File: src/bit_logic_pkg.sv
// constants for the bit logic execute unit
package bit_logic_pkg;
	localparam logic [7:0] OPC_AND_RR = 8'h52;
	localparam logic [7:0] OPC_AND_RIR = 8'h53;
	localparam logic [7:0] OPC_AND_REG = 8'h54;
	localparam logic [7:0] OPC_AND_IR = 8'h55;
	localparam logic [7:0] OPC_AND_IM = 8'h56;
	localparam logic [7:0] OPC_BIT_AND = 8'h67;
	localparam logic [7:0] OPC_BIT_OR = 8'h07;
	localparam logic [7:0] OPC_BIT_CMP = 8'h17;
	localparam logic [7:0] OPC_BIT_INV = 8'h57;
	localparam logic [7:0] OPC_BIT_CLRSET = 8'h77;
	localparam logic [7:0] OPC_BRANCH_LOW = 8'h37;
	localparam logic [7:0] FLAGS_ADDR = 8'hD5;
	localparam logic [7:0] FLAGS_RESET = 8'h00;
	// flag positions inside the condition flag register
	localparam int FLAG_C = 7;
	localparam int FLAG_Z = 6;
	localparam int FLAG_S = 5;
	localparam int FLAG_V = 4;
	localparam int FLAG_D = 3;
	localparam int FLAG_H = 2;
	// second byte fields
	localparam int REG_HI = 7;
	localparam int REG_LO = 4;
	localparam int BIT_HI = 3;
	localparam int BIT_LO = 1;
	localparam int DIR_POS = 0;
	// cycle counts and condition code width
	localparam logic [3:0] CYC_SHORT = 4'h4;
	localparam logic [3:0] CYC_LONG = 4'h6;
	localparam logic [3:0] CYC_BRANCH = 4'hA;
	localparam logic [3:0] CC_WIDTH = 4'h4;
endpackage

File: src/bit_logic_execute_unit.sv
// execute datapath for byte AND and single-bit operations
`timescale 1ns/1ps
`default_nettype none
module bit_logic_execute_unit (
	input wire logic clk_i,
	input wire logic rst_i,
	input wire logic ce_i,
	input wire logic issue_i,
	input wire logic [7:0] opcode_i,
	input wire logic [7:0] operand_byte_i,
	input wire logic [7:0] dst_value_i,
	input wire logic [7:0] src_value_i,
	input wire logic [7:0] relative_displacement_i,
	input wire logic [15:0] pc_next_i,
	input wire logic [3:0] cond_code_i,
	input wire logic [7:0] reg_addr_i,
	input wire logic [7:0] reg_wdata_i,
	input wire logic reg_wr_i,
	input wire logic reg_rd_i,
	output logic [7:0] reg_rdata_o,
	output logic [7:0] result_o,
	output logic result_we_o,
	output logic [15:0] pc_o,
	output logic pc_load_o,
	output logic done_o,
	output logic [3:0] cycles_o,
	output logic cond_true_o,
	output logic [7:0] condition_flags_o
);
	import bit_logic_pkg::*;

	logic [7:0] condition_flags;
	logic [7:0] next_flags;
	logic [7:0] next_result;
	logic next_we;
	logic next_pc_load;
	logic [3:0] next_cycles;
	logic next_valid;

	function automatic logic [7:0] put_bit(input logic [7:0] v,
		input logic [2:0] idx, input logic b);
		logic [7:0] r;
		r = v;
		r[idx] = b;
		return r;
	endfunction

	wire [2:0] bit_idx = operand_byte_i[BIT_HI:BIT_LO];
	wire dir_bit = operand_byte_i[DIR_POS];
	wire is_and = (opcode_i == OPC_AND_RR) || (opcode_i == OPC_AND_RIR) ||
		(opcode_i == OPC_AND_REG) || (opcode_i == OPC_AND_IR) ||
		(opcode_i == OPC_AND_IM);
	wire is_band = opcode_i == OPC_BIT_AND;
	wire is_bor = opcode_i == OPC_BIT_OR;
	wire is_bcp = opcode_i == OPC_BIT_CMP;
	wire is_binv = opcode_i == OPC_BIT_INV;
	wire is_bcs = opcode_i == OPC_BIT_CLRSET;
	wire is_br = opcode_i == OPC_BRANCH_LOW;
	wire [7:0] and_res = dst_value_i & src_value_i;
	// dir 0: working bit0 is dst, other operand bit idx is src
	wire merge_src = dir_bit ? src_value_i[0] : src_value_i[bit_idx];
	wire merge_dst = dir_bit ? dst_value_i[bit_idx] : dst_value_i[0];
	wire [2:0] merge_pos = dir_bit ? bit_idx : 3'h0;
	wire merge_bit = is_band ? (merge_dst & merge_src) :
		(merge_dst | merge_src);
	wire [7:0] merge_res = put_bit(dst_value_i, merge_pos, merge_bit);
	wire inv_bit = ~dst_value_i[bit_idx];
	wire [7:0] inv_res = put_bit(dst_value_i, bit_idx, inv_bit);
	wire [7:0] cs_res = put_bit(dst_value_i, bit_idx, dir_bit);
	wire tested = src_value_i[bit_idx];
	wire [15:0] disp_ext = {{8{relative_displacement_i[7]}},
		relative_displacement_i};
	wire [15:0] target = 16'(pc_next_i + disp_ext);
	wire flags_sel = reg_addr_i == FLAGS_ADDR;
	wire flag_c = condition_flags[FLAG_C];
	wire flag_z = condition_flags[FLAG_Z];
	wire flag_s = condition_flags[FLAG_S];
	wire flag_v = condition_flags[FLAG_V];
	wire sv = flag_s ^ flag_v;
	logic cond_eval;

	always_comb begin
		case (cond_code_i[2:0])
			3'h0: cond_eval = 1'b0;
			3'h1: cond_eval = sv;
			3'h2: cond_eval = flag_z | sv;
			3'h3: cond_eval = flag_c | flag_z;
			3'h4: cond_eval = flag_v;
			3'h5: cond_eval = flag_s;
			3'h6: cond_eval = flag_z;
			3'h7: cond_eval = flag_c;
			default: cond_eval = 1'b0;
		endcase
	end

	always_comb begin
		next_flags = condition_flags;
		next_result = dst_value_i;
		next_we = 1'b0;
		next_pc_load = 1'b0;
		next_cycles = CYC_LONG;
		next_valid = 1'b1;
		if (is_and) begin
			next_result = and_res;
			next_we = 1'b1;
			next_cycles = (opcode_i == OPC_AND_RR) ? CYC_SHORT : CYC_LONG;
			next_flags[FLAG_Z] = and_res == 8'h00;
			next_flags[FLAG_S] = and_res[7];
			next_flags[FLAG_V] = 1'b0;
		end else if (is_band || is_bor) begin
			next_result = merge_res;
			next_we = 1'b1;
			// zero looks at the whole written byte, not the merged bit
			next_flags[FLAG_Z] = merge_res == 8'h00;
			next_flags[FLAG_S] = 1'b0;
		end else if (is_bcp) begin
			next_flags[FLAG_Z] = src_value_i[bit_idx] == dst_value_i[0];
			next_flags[FLAG_S] = 1'b0;
		end else if (is_binv) begin
			next_result = inv_res;
			next_we = 1'b1;
			next_cycles = CYC_SHORT;
			next_flags[FLAG_Z] = inv_res == 8'h00;
			next_flags[FLAG_S] = 1'b0;
		end else if (is_bcs) begin
			next_result = cs_res;
			next_we = 1'b1;
			next_cycles = CYC_SHORT;
		end else if (is_br) begin
			next_pc_load = ~tested;
			next_cycles = CYC_BRANCH;
		end else begin
			next_valid = 1'b0;
		end
	end

	wire exec = ce_i && issue_i && next_valid;
	// flag port write at this edge; it outranks any issue
	wire flag_wr = ce_i && reg_wr_i && flags_sel;

	always_ff @(posedge clk_i or posedge rst_i) begin
		if (rst_i) begin
			condition_flags <= FLAGS_RESET;
		end else if (ce_i) begin
			if (reg_wr_i && flags_sel) begin
				condition_flags <= reg_wdata_i;
			end else if (exec) begin
				condition_flags <= next_flags;
			end
		end
	end

	always_ff @(posedge clk_i or posedge rst_i) begin
		if (rst_i) begin
			result_o <= 8'h00;
			result_we_o <= 1'b0;
			pc_o <= 16'h0000;
			pc_load_o <= 1'b0;
			done_o <= 1'b0;
			cycles_o <= 4'h0;
		end else if (ce_i) begin
			result_o <= next_result;
			result_we_o <= exec && next_we;
			pc_o <= next_pc_load ? target : pc_next_i;
			pc_load_o <= exec && next_pc_load;
			done_o <= exec;
			cycles_o <= next_cycles;
		end
	end

	always_ff @(posedge clk_i or posedge rst_i) begin
		if (rst_i) begin
			reg_rdata_o <= 8'h00;
			cond_true_o <= 1'b0;
			condition_flags_o <= FLAGS_RESET;
		end else if (ce_i) begin
			reg_rdata_o <= (reg_rd_i && flags_sel) ? condition_flags : 8'h00;
			cond_true_o <= cond_eval ^ cond_code_i[3];
			condition_flags_o <= (reg_wr_i && flags_sel) ? reg_wdata_i :
				(exec ? next_flags : condition_flags);
		end
	end
endmodule
`default_nettype wire

File: config.mk
export PLATFORM = sky130hd
export DESIGN_NAME = bit_logic_execute_unit
export DESIGN_NICKNAME = d
export VERILOG_FILES = /design/src/bit_logic_pkg.sv /design/src/bit_logic_execute_unit.sv
export SDC_FILE = /design/constraint.sdc
export NUM_CORES = 1
export LEC_CHECK = 0
export ABC_AREA = 1
export BUFFER_PORTS_ARGS = -buffer_cell sky130_fd_sc_hd__buf_2
export CORE_MARGIN = 2
export CORE_UTILIZATION = 47
export CTS_CLUSTER_DIAMETER = 200
export CTS_CLUSTER_SIZE = 28
export DETAILED_ROUTE_END_ITERATION = 7
export PLACE_DENSITY = 0.78
export SYNTH_ARGS = -nofsm -noshare
export SYNTH_HDL_FRONTEND = slang
export SYNTH_SLANG_ARGS = --single-unit
File: constraint.sdc
create_clock -name clk_i -period 1.2 [get_ports clk_i]
set_input_delay 0.06 -clock clk_i [delete_from_list [all_inputs] [get_ports clk_i]]
set_output_delay 0.06 -clock clk_i [all_outputs]
set_load 0.01 [all_outputs]
==> flow_metrics.env, run 1 <==
export IMPL_nFillCells=399
export IMPL_min_period_ns=1.60
export IMPL_synth_compound_area_share_pct=20.0
export IMPL_htreeDepth=2
export IMPL_place_ws_ns=-0.742
export IMPL_slew_violations=0
export IMPL_cts_tree="done"
export IMPL_fin_crit_sh_pct=133
export IMPL_fmax_ghz=0.625
export IMPL_syn_inst=593
export IMPL_report_final_hold_viol_count=0
export IMPL_required_ns=1.42
export IMPL_synth_mux_area_fraction_pct=0
export IMPL_hold_class="in2reg"
export IMPL_cts_root_buf="clkbuf_8"
export IMPL_drc_errors=0
export IMPL_routed_wl_um=17600
export IMPL_io_pins=130
export IMPL_ys_ff_latch=47
export IMPL_hold_ws_ns=0.00676
export IMPL_regToRegStartpoint="condition_flags[6]"
export IMPL_gp_congestion=0.933
export IMPL_postRouteAntennaNets=0
export IMPL_start_util_pct=48.4
export IMPL_crit_path_max_fanout=2
export IMPL_hold_end="condition_flags[5]"
export IMPL_slowest_delay_ns=0.21
export IMPL_nets=971
export IMPL_grt_max_degree=48
export IMPL_synth_area_um2=3980
export IMPL_async_flop_share_pct=100
export IMPL_postPlaceCellArea_um2=5890
export IMPL_rsz0062_at_grt="true"
export IMPL_cap_viol_max_count=0
export IMPL_synth_main_ff_cell="dfrtp_1"
export IMPL_p_leak_uw=0.00350
export IMPL_violations="negative setup slack"
export IMPL_antenna_found_initial=1
export IMPL_cts_buffer_depth=2
export IMPL_synth_top_family_by_area="simple AND/OR/NAND/NOR gates"
export IMPL_portBuffers=124
export IMPL_first_pass_iters=5
export IMPL_path_common_cell="nand2_1"
export IMPL_setup_viol=28
export IMPL_synth_nets=691
export IMPL_vias_per_cell=5.78
export IMPL_r2r_end="cond_true_o"
export IMPL_coreArea_um2=8220
export IMPL_grt_pass1_vias=5135
export IMPL_numClockSinks=47
export IMPL_wl_per_cell_um=18.0
export IMPL_r2r_slack_ns=-0.03
export IMPL_die_h_um=96.0
export IMPL_num_rows=33
export IMPL_drive_gt1_share_pct=52.6
export IMPL_cts_buffers=5
export IMPL_die_width_um=96.0
export IMPL_r2r_cells=5
export IMPL_clkSlewWorstSetupHoldPaths_ns=0.09
export IMPL_yosysWarnings=0
export IMPL_final_design_area_no_fill_um2=7200
export IMPL_synthXorXnorAreaFrac_pct=4.40
export IMPL_grt_usage_pct=32.5
export IMPL_vdd_drop_max_uv=686
export IMPL_crit_arrival_ns=1.82
export IMPL_dp_final_hpwl_um=10900
export IMPL_synth_edff_count=0
export IMPL_grt_pass1_wl_um=23300
export IMPL_outcome="finished, violations left"
export IMPL_n_antenna_cell=0
export IMPL_drt_iter0_drc=385
export IMPL_power_per_cell_area_nw_per_um2=734
export IMPL_final_setup_skew_ns=0.00570
export IMPL_path_cells="buf_8, ha_4, inv_2, fa_2, inv_2, a31oi_4, buf_4, nor2_4, o21ai_1, nand2_1, nand3_1, nand2_1, a21oi_1, o21ai_1, o211ai_1, nand2_1"
export IMPL_cp_start_kind="primary input"
export IMPL_path_class="in2reg"
export IMPL_vias=5655
export IMPL_synth_avg_cell_area_um2=6.71
export IMPL_synth_simple_area_share_pct=32.2
export IMPL_setup_slack_ns=-0.399
export IMPL_hold_depth=3
export IMPL_clk_latency_ns=0.33
export IMPL_crit_slowest_cell="fa_2"
export IMPL_hp_start="reg_wdata_i[5]"
export IMPL_grt_ovfl_total=0
export IMPL_synth_fa_ha_area_share_pct=5.22
export IMPL_dieArea_um2=9220
export IMPL_synth_seq_area_share_pct=29.6
export IMPL_synthToLayoutAreaGrowth_pct=81.0
export IMPL_synth_cell_types=46
export IMPL_endpoint_kind="flip-flop"
cells in the mapped netlist, drive strengths merged, types with 3 or more instances:
cell	instances	share of area, %
ha	15	4.7
nand4	12	1.9
clkbuf	12	1.2
dfrtp	47	30
a31oi	4	0.63
nand2	175	18
o31ai	11	2.1
xor2	14	3.1
nor3	9	1.4
o21ai	55	7.0
nand3	35	4.8
buf	5	0.97
o21bai	4	0.75
inv	66	6.3
xnor2	6	1.3
o211ai	11	2.1
nor2	54	5.9
o311ai	3	0.66
a21oi	40	5.1
worst max-delay path: cells and delay by family:
kind | cells | cell delay (ns)
adders and majority gates | 2 | 0.36
buffers and inverters | 4 | 0.37
and+or+nand+nor | 5 | 0.41
AOI/OAI and AO/OA | 5 | 0.60
metrics by stage:
step                      power [uW]  cells  util (%)  TNS (ns)
after detailed placement        3480    932      71.7    -16.38
after global placement          3410    932      71.7    -13.74
after global routing            5500    979      87.7     -5.68
after CTS                       4920    965      79.7     -1.68
after floorplan                 2670    593         -     -2.62
final                           5290    979      87.7     -4.00
power by group:
group          leakage (uW)  switching, uW  internal, uW
combinational       0.00287           1210          1060
sequential         0.000567           65.2          1680
clock             0.0000548            645           629
cells by family after synthesis:
group / count (synthesis)
fa+ha+maj: 16
other cells: 1
flops: 47
buf+inv: 84
compound gates: 136
xor+xnor: 20
simple gates: 289
worst max path at each step:
stage / startpoint / to / slack [ns] / cells after the start
3_5_place_dp: pc_next_i[0] / pc_o[12] / -0.74 / 14
2_1_floorplan: relative_displacement_i[0] / pc_o[12] / -0.46 / 13
5_1_grt: pc_next_i[1] / pc_o[12] / -0.49 / 13
4_1_cts: pc_next_i[0] / pc_o[12] / -0.26 / 14
3_3_place_gp: relative_displacement_i[0] / pc_o[12] / -0.65 / 14
6_report: pc_next_i[0] / pc_o[14] / -0.40 / 16
timing repair:
item,in CTS,in global routing
hold buffers,10,1
pin swaps,68,71
setup endpoints to repair,31,31
setup buffers,15,11
hold endpoints to repair,56,1
gates resized for setup,86,134
cloned,0,3
layer usage:
layer  routed length [um]  up-vias  track usage [%]
li1                     -     2549                -
met1                 6380     2587             37.4
met2                 8660      398             58.3
met3                 1470      119             7.67
met4                 1060        2             11.9
met5                   15        -                0
cell type report:
type                            instances  area [um2]  share of cell area, %
Clock buffer                            5        68.8                  0.955
Clock inverter                          3        46.3                  0.643
Inverter                               67         299                   4.15
Multi-Input combinational cell        462        3310                   46.0
Sequential cell                        47        1180                   16.3
Tap cell                              105         131                   1.82
Timing Repair Buffer                  289        2160                   29.9
Timing Repair inverter                  1        8.76                  0.122
cells in the final DEF (no fill, tap or decap), types with 3 or more instances in the layout:
| master | instances |
|---|---|
| a21oi_1 | 20 |
| buf_8 | 6 |
| nand3_2 | 13 |
| o211ai_1 | 11 |
| buf_6 | 32 |
| inv_1 | 42 |
| nor3_4 | 4 |
| nand3_1 | 17 |
| nand4_1 | 12 |
| a21oi_2 | 15 |
| nand3_4 | 5 |
| buf_4 | 126 |
| o21ai_2 | 9 |
| dlygate4sd3_1 | 11 |
| nor2_1 | 33 |
| o21bai_1 | 3 |
| inv_6 | 3 |
| nand2_4 | 10 |
| buf_2 | 109 |
| o21ai_0 | 22 |
| clkbuf_8 | 5 |
| inv_4 | 4 |
| xor2_1 | 12 |
| o31ai_1 | 10 |
| nor3_2 | 4 |
| nor2_4 | 12 |
| nand2_2 | 21 |
| xnor2_2 | 6 |
| dfrtp_1 | 46 |
| nand2_1 | 142 |
| buf_12 | 4 |
| ha_4 | 14 |
| a21oi_4 | 5 |
| inv_2 | 16 |
| o21ai_1 | 23 |
| nor2_2 | 9 |
state kept, by name, summed over array words and instances (netlist names):
| signal | count |
|---|---|
| result_we_o | 1 |
| pc_load_o | 1 |
| pc_o | 16 |
| condition_flags | 8 |
| done_o | 1 |
| result_o | 8 |
| reg_rdata_o | 8 |
| cond_true_o | 1 |
| cycles_o | 3 |
Note: power is estimated with default switching activity, not from simulation.
==> run 2: changes to the inputs <==
- ABC_AREA: 1 -> default
- SETUP_SLACK_MARGIN: default -> 0.2
==> run 2 against run 1 <==
  * The run still ends with negative setup slack left
  * First-iteration DRC count fell by 2.6%
  * Combinational power fell by 7%
  * Sequential power barely moved
  * Clock power fell by 9%
  * Critical path depth fell by 6
  * Via count fell by 7.6%
  * Routed wire length fell by 2.2%
  * Critical path type unchanged
  * Critical endpoint is now pc_o[11]
  * Largest cell class unchanged
  * Highest routed layer is now met4
==> flow_metrics.env, run 2 <==
export IMPL_worst_path_buf_inv=1
export IMPL_dp_final_hpwl_um=10700
export IMPL_drive_gt1_share_pct=53.3
export IMPL_path_common_cell="a21oi_1"
export IMPL_crit_arrival_ns=2.10
export IMPL_fin_crit_sh_pct=156
export IMPL_cts_buffers=5
export IMPL_path_class="in2reg"
export IMPL_synth_cell_types=76
export IMPL_grt_max_degree=48
export IMPL_wl_met1_um=6170
export IMPL_start_util_pct=48.1
export IMPL_slew_violations=0
export IMPL_drt_iter0_drc=375
export IMPL_synth_nets=579
export IMPL_multi_input_area_um2=3120
export IMPL_async_flop_share_pct=100
export IMPL_dieArea_um2=9080
export IMPL_path_cells="buf_8, ha_4, a211oi_4, o21ai_2, o311a_1, or3_4, a21oi_1, xnor2_1, mux2i_1, a21oi_1"
export IMPL_synth_top_cells_by_count="50 x a21oi_1, 48 x nor2_1, 47 x dfrtp_1, 46 x nand2_1, 24 x o21ai_0"
export IMPL_wl_per_cell_um=20.5
export IMPL_synthXorXnorAreaFrac_pct=3.58
export IMPL_rsz0062_at_grt="true"
export IMPL_grt_ovfl_total=0
export IMPL_synth_fa_ha_area_share_pct=6.14
export IMPL_synth_mux_area_fraction_pct=5.88
export IMPL_outcome="finished, violations left"
export IMPL_final_design_area_no_fill_um2=6770
export IMPL_largest_reg_flops=16
export IMPL_cts_buffer_depth=2
export IMPL_synth_avg_cell_area_um2=8.14
export IMPL_synthToLayoutAreaGrowth_pct=72.8
export IMPL_netlist_area_leader_share_pct=30.0
export IMPL_min_period_ns=1.87
export IMPL_synth_area_leader_cell="dfrtp_1"
export IMPL_setup_viol=28
export IMPL_cap_viol_max_count=0
export IMPL_first_pass_iters=5
export IMPL_cp_start_kind="primary input"
export IMPL_synth_edff_count=0
export IMPL_hold_ws_ns=0.0149
export IMPL_portBuffers=124
export IMPL_htreeDepth=2
export IMPL_regArea_um2=1180
export IMPL_numClockSinks=47
export IMPL_synth_simple_area_share_pct=23.5
export IMPL_p_leak_uw=0.00318
export IMPL_drc_errors=0
export IMPL_postPlaceCellArea_um2=5720
export IMPL_syn_inst=481
export IMPL_nets=830
export IMPL_wl_met2_um=8510
export IMPL_report_final_hold_viol_count=0
export IMPL_top_layer_used="met4"
export IMPL_clkSlewWorstSetupHoldPaths_ns=0.09
export IMPL_synth_seq_area_share_pct=30.0
export IMPL_routed_wl_um=17200
export IMPL_slowest_delay_ns=0.35
export IMPL_vdd_drop_max_uv=451
export IMPL_yosysMostFrequentCell="a21oi_1"
export IMPL_synth_area_um2=3920
export IMPL_endpoint_kind="flip-flop"
export IMPL_num_rows=33
export IMPL_fmax_ghz=0.536
export IMPL_coreArea_um2=8130
export IMPL_cts_root_buf="clkbuf_8"
export IMPL_power_per_cell_area_nw_per_um2=743
export IMPL_crit_family="compound AO/OA/AOI/OAI gates"
export IMPL_r2r_slack_ns=-0.09
export IMPL_die_h_um=95.3
export IMPL_setup_slack_ns=-0.667
export IMPL_die_width_um=95.3
export IMPL_synth_compound_area_share_pct=25.5
export IMPL_nFillCells=443
export IMPL_cts_tree="done"
export IMPL_n_antenna_cell=0
export IMPL_hold_class="in2reg"
export IMPL_gp_congestion=0.959
export IMPL_yosysWarnings=0
export IMPL_synth_top_family_by_area="compound AO/OA/AOI/OAI gates"
export IMPL_synth_area_leaders="dfrtp_1 30%, a21oi_1 6.4%, ha_1 4.8%"
export IMPL_layout_commonest_cell="buf_4"
export IMPL_regMostFlops="pc_o"
export IMPL_required_ns=1.44
export IMPL_grt_usage_pct=33.7
export IMPL_vias_per_cell=6.25
export IMPL_crit_slowest_cell="o311a_1"
export IMPL_wl_met3_um=1540
export IMPL_grt_pass1_wl_um=24000
export IMPL_clk_latency_ns=0.30
export IMPL_antenna_found_initial=0
export IMPL_ys_ff_latch=47
export IMPL_violations="negative setup slack"
export IMPL_final_setup_skew_ns=0.00524
export IMPL_p_total_uw=5030
export IMPL_grt_pass1_vias=4988
export IMPL_final_cell_mix="123 x buf_4, 106 x buf_2, 47 x dfrtp_1, 43 x nand2_1, 39 x nor2_1"
export IMPL_crit_path_max_fanout=2
export IMPL_io_pins=130
export IMPL_synth_main_ff_cell="dfrtp_1"
export IMPL_postRouteAntennaNets=0
export IMPL_vias=5228
## run 2: per-layer routing
| layer | vias up | GRT usage, % |
|---|---|---|
| li1 | 2280 | - |
| met1 | 2467 | 40.3 |
| met2 | 385 | 60.0 |
| met3 | 96 | 5.38 |
| met4 | 0 | 13.8 |
| met5 | - | 0 |
## run 2: path summary, 6_finish.rpt
path	cells after the start	end	startpoint
setup / recovery	10	pc_o[11]	relative_displacement_i[1]
hold / removal	2	condition_flags[7]	reg_wdata_i[7]
setup reg to reg	7	cond_true_o	condition_flags[7]
hold reg to reg	1	result_o[4]	result_o[4]
max in group asynchronous	4	condition_flags[6]	rst_i
min in group asynchronous	3	pc_o[13]	rst_i
## run 2: power by group
group	internal (uW)	switching [uW]	total (uW)
clock	612	543	1150
sequential	1680	67.1	1750
combinational	1050	1080	2120
## run 2: final cells by class
class / instances / area share, %
inverter: 14 / 0.943
sequential: 47 / 17.4
tap: 105 / 1.94
timing repair buffer: 278 / 32.2
multi-input combinational: 386 / 46.1
clock inverter: 1 / 0.444
clock buffer: 6 / 1.07
## run 2: stage by stage
step | TNS (ns) | cells | utilization (%) | worst slack, ns
global placement | -19.66 | 800 | 70.3 | -0.916
detailed placement | -21.03 | 800 | 70.3 | -0.991
CTS | -8.58 | 824 | 78.4 | -0.554
floorplan | -11.30 | 481 | - | -0.708
global route | -12.66 | 837 | 83.2 | -0.738
finish | -11.23 | 837 | 83.2 | -0.667
## run 2: kinds of logic after synthesis
| logic type | after synthesis |
|---|---|
| other cells | 1 |
| flops | 47 |
| simple gates | 178 |
| fa+ha+maj | 19 |
| xor+xnor | 16 |
| mux | 21 |
| buf+inv | 48 |
| compound gates | 151 |
## run 2: what timing repair did
action                                  in CTS  in global routing
gates resized for setup                     77                 63
pin swaps                                   34                 39
cloned                                       4                  0
endpoints found under the hold margin       19                  2
hold buffers                                 3                  2
endpoints found under the setup margin      34                 36
buffers inserted                            10                 11
## run 2: worst reg2reg max path: cells and delay by family (launching register included)
| kind | cells | cell delay (ns) |
|---|---|---|
| xor gates and xnor gates | 1 | 0.12 |
| buffers and inverters | 1 | 0.06 |
| DFF | 1 | 0.41 |
| muxes | 1 | 0.13 |
| AOI/OAI and AO/OA | 4 | 0.45 |
==> run 3: changes to the inputs <==
--- a/config.mk
+++ b/config.mk
@@ -11,3 +11,3 @@
 export CTS_CLUSTER_DIAMETER = 200
-export CTS_CLUSTER_SIZE = 28
+export CTS_CLUSTER_SIZE = 20
 export DETAILED_ROUTE_END_ITERATION = 7
--- a/constraint.sdc
+++ b/constraint.sdc
@@ -3,2 +3,2 @@
 set_output_delay 0.06 -clock clk_i [all_outputs]
-set_load 0.01 [all_outputs]
+set_load 0.05 [all_outputs]
==> run 3 against run 2 <==
  * The run ends with negative hold slack, negative setup slack left
  * Hold slack got worse by 0.020 ns
  * Clock power increased by 20%
  * Via count decreased by 2.6%
  * Sequential share of layout area decreased by 0.24 points
  * Combinational power increased by 15%
  * Critical path type unchanged
  * Highest routed layer unchanged
==> flow_metrics.env, run 3 (synthesized netlist as in run 2, its figures left out) <==
export IMPL_routed_wl_um=15900
export IMPL_final_cell_mix="145 x buf_4, 64 x buf_2, 43 x nand2_1, 40 x dfrtp_1, 37 x nor2_1"
export IMPL_required_ns=1.38
export IMPL_path_cells="buf_2, ha_1, o21ai_0, nand2b_1, o311a_1, or3_4, a31o_4, xor2_1, mux2i_1, a21oi_1"
export IMPL_p_switching_uw=1950
export IMPL_grt_ovfl_total=0
export IMPL_synthToLayoutAreaGrowth_pct=76.5
export IMPL_clkSlewWorstSetupHoldPaths_ns=0.09
export IMPL_swShare_pct=34.9
export IMPL_r2r_cells=7
export IMPL_layout_commonest_cell="buf_4"
export IMPL_numClockSinks=47
export IMPL_cp_num_cells=10
export IMPL_cts_tree="done"
export IMPL_hold_depth=2
export IMPL_grt_usage_pct=31.8
export IMPL_setup_slack_ns=-0.591
export IMPL_largest_reg_flops=16
export IMPL_crit_slowest_cell="or3_4"
export IMPL_p_total_uw=5580
export IMPL_slowest_delay_ns=0.34
export IMPL_vias_per_cell=6.00
export IMPL_nFillCells=424
export IMPL_path_class="in2reg"
export IMPL_drc_errors=0
export IMPL_drive_gt1_share_pct=54.6
export IMPL_cts_root_buf="clkbuf_8"
export IMPL_rsz0062_at_grt="true"
export IMPL_cap_viol_max_count=0
export IMPL_worst_path_buf_inv=1
export IMPL_place_ws_ns=-0.939
export IMPL_clk_latency_ns=0.30
export IMPL_crit_path_max_fanout=3
export IMPL_num_rows=33
export IMPL_portBuffers=124
export IMPL_vdd_drop_max_uv=662
export IMPL_post_place_cells=804
export IMPL_die_h_um=95.3
export IMPL_dp_final_hpwl_um=10700
export IMPL_cts_buffer_depth=2
export IMPL_fmax_ghz=0.558
export IMPL_fin_crit_sh_pct=149
export IMPL_cp_start_kind="primary input"
export IMPL_first_pass_iters=5
export IMPL_grt_max_degree=48
export IMPL_min_period_ns=1.79
export IMPL_report_final_hold_viol_count=1
export IMPL_start_util_pct=48.1
export IMPL_power_frac_seq_pct=31.4
export IMPL_grt_pass1_wl_um=22900
export IMPL_hold_class="in2reg"
export IMPL_crit_arrival_ns=1.97
export IMPL_violations="negative hold slack, negative setup slack"
export IMPL_postRouteAntennaNets=0
export IMPL_nets=841
export IMPL_dieArea_um2=9080
export IMPL_crit_family="compound AO/OA/AOI/OAI gates"
export IMPL_coreArea_um2=8130
export IMPL_final_cells=849
export IMPL_final_setup_skew_ns=0.00658
export IMPL_antenna_found_initial=0
export IMPL_wl_per_cell_um=18.7
export IMPL_pwr_share_comb_pct=43.8
export IMPL_n_antenna_cell=0
export IMPL_hold_ws_ns=-0.00528
export IMPL_endpoint_kind="flip-flop"
export IMPL_power_per_cell_area_nw_per_um2=807
export IMPL_io_pins=130
export IMPL_tns_ns=-10.53
export IMPL_die_width_um=95.3
export IMPL_drt_iter0_drc=256
export IMPL_slew_violations=0
export IMPL_htreeDepth=2
export IMPL_outcome="finished, violations left"
export IMPL_cts_buffers=5
export IMPL_grt_pass1_vias=4876
export IMPL_power_internal_uw=3630
export IMPL_setup_viol=27
export IMPL_vias=5090
export IMPL_clkPwrFrac_pct=24.8
export IMPL_gp_congestion=0.997
export IMPL_regMostFlops="pc_o"
export IMPL_p_leak_uw=0.00321
[run 3: power by group through the flow]
stage	Clock, uW	Sequential (uW)	Combinational [uW]
floorplan	0	2110	866
CTS	1400	1740	2180
finish	1380	1750	2440
global route	1480	1760	2600
global placement	0	1760	1910
detailed placement	0	1770	1950
[run 3: worst register-to-register path: cells and delay by family, from the launching register on]
family / cells / cell delay, ns
xor gates and xnor gates: 1 / 0.13
muxes: 1 / 0.17
AOI/OAI and AO/OA: 4 / 0.48
DFF: 1 / 0.42
buffers and inverters: 1 / 0.04
[run 3: per-stage QoR]
stage          utilization (%)  instance area (um2)
2_1_floorplan                -                 4270
3_3_place_gp              71.0                 5770
3_5_place_dp              71.0                 5770
4_1_cts                   79.6                 6480
5_1_grt                   84.9                 6910
6_report                  84.9                 6910
[run 3: cell type report]
| class | count | area (um2) | area share (%) |
|---|---|---|---|
| multi-input cells | 386 | 3060 | 44.3 |
| clock inverters | 2 | 60.1 | 0.869 |
| clock buffers | 6 | 72.6 | 1.05 |
| inverters | 14 | 65.1 | 0.942 |
| flip-flops and latches | 47 | 1180 | 17.1 |
| repair buffers | 289 | 2330 | 33.7 |
| well taps | 105 | 131 | 1.90 |
[run 3: worst paths after layout]
kind,startpoint,slack [ns],end
min reg2reg,result_o[6],0.49,result_o[6]
max in group asynchronous,rst_i,0.42,pc_o[5]
max reg2reg,condition_flags[7],-0.15,cond_true_o
min,reg_wdata_i[2],-0.005,condition_flags[2]
max,relative_displacement_i[5],-0.59,pc_o[13]
min in group asynchronous,rst_i,0.31,reg_rdata_o[3]
[run 3: timing repair]
| item | in CTS | in global routing |
|---|---|---|
| endpoints found under the setup margin | 45 | 74 |
| pin swaps | 35 | 36 |
| setup buffers | 21 | 13 |
| resized for setup | 93 | 106 |
| endpoints found under the hold margin | 20 | 0 |
| hold buffers | 3 | 0 |
[run 3: per-layer routing]
layer	routed length [um]	up-vias	GRT usage, %
met3	1180	80	4.90
met1	5860	2410	37.3
li1	-	2317	-
met2	8110	283	58.2
met4	742	0	11.7
met5	0	-	0
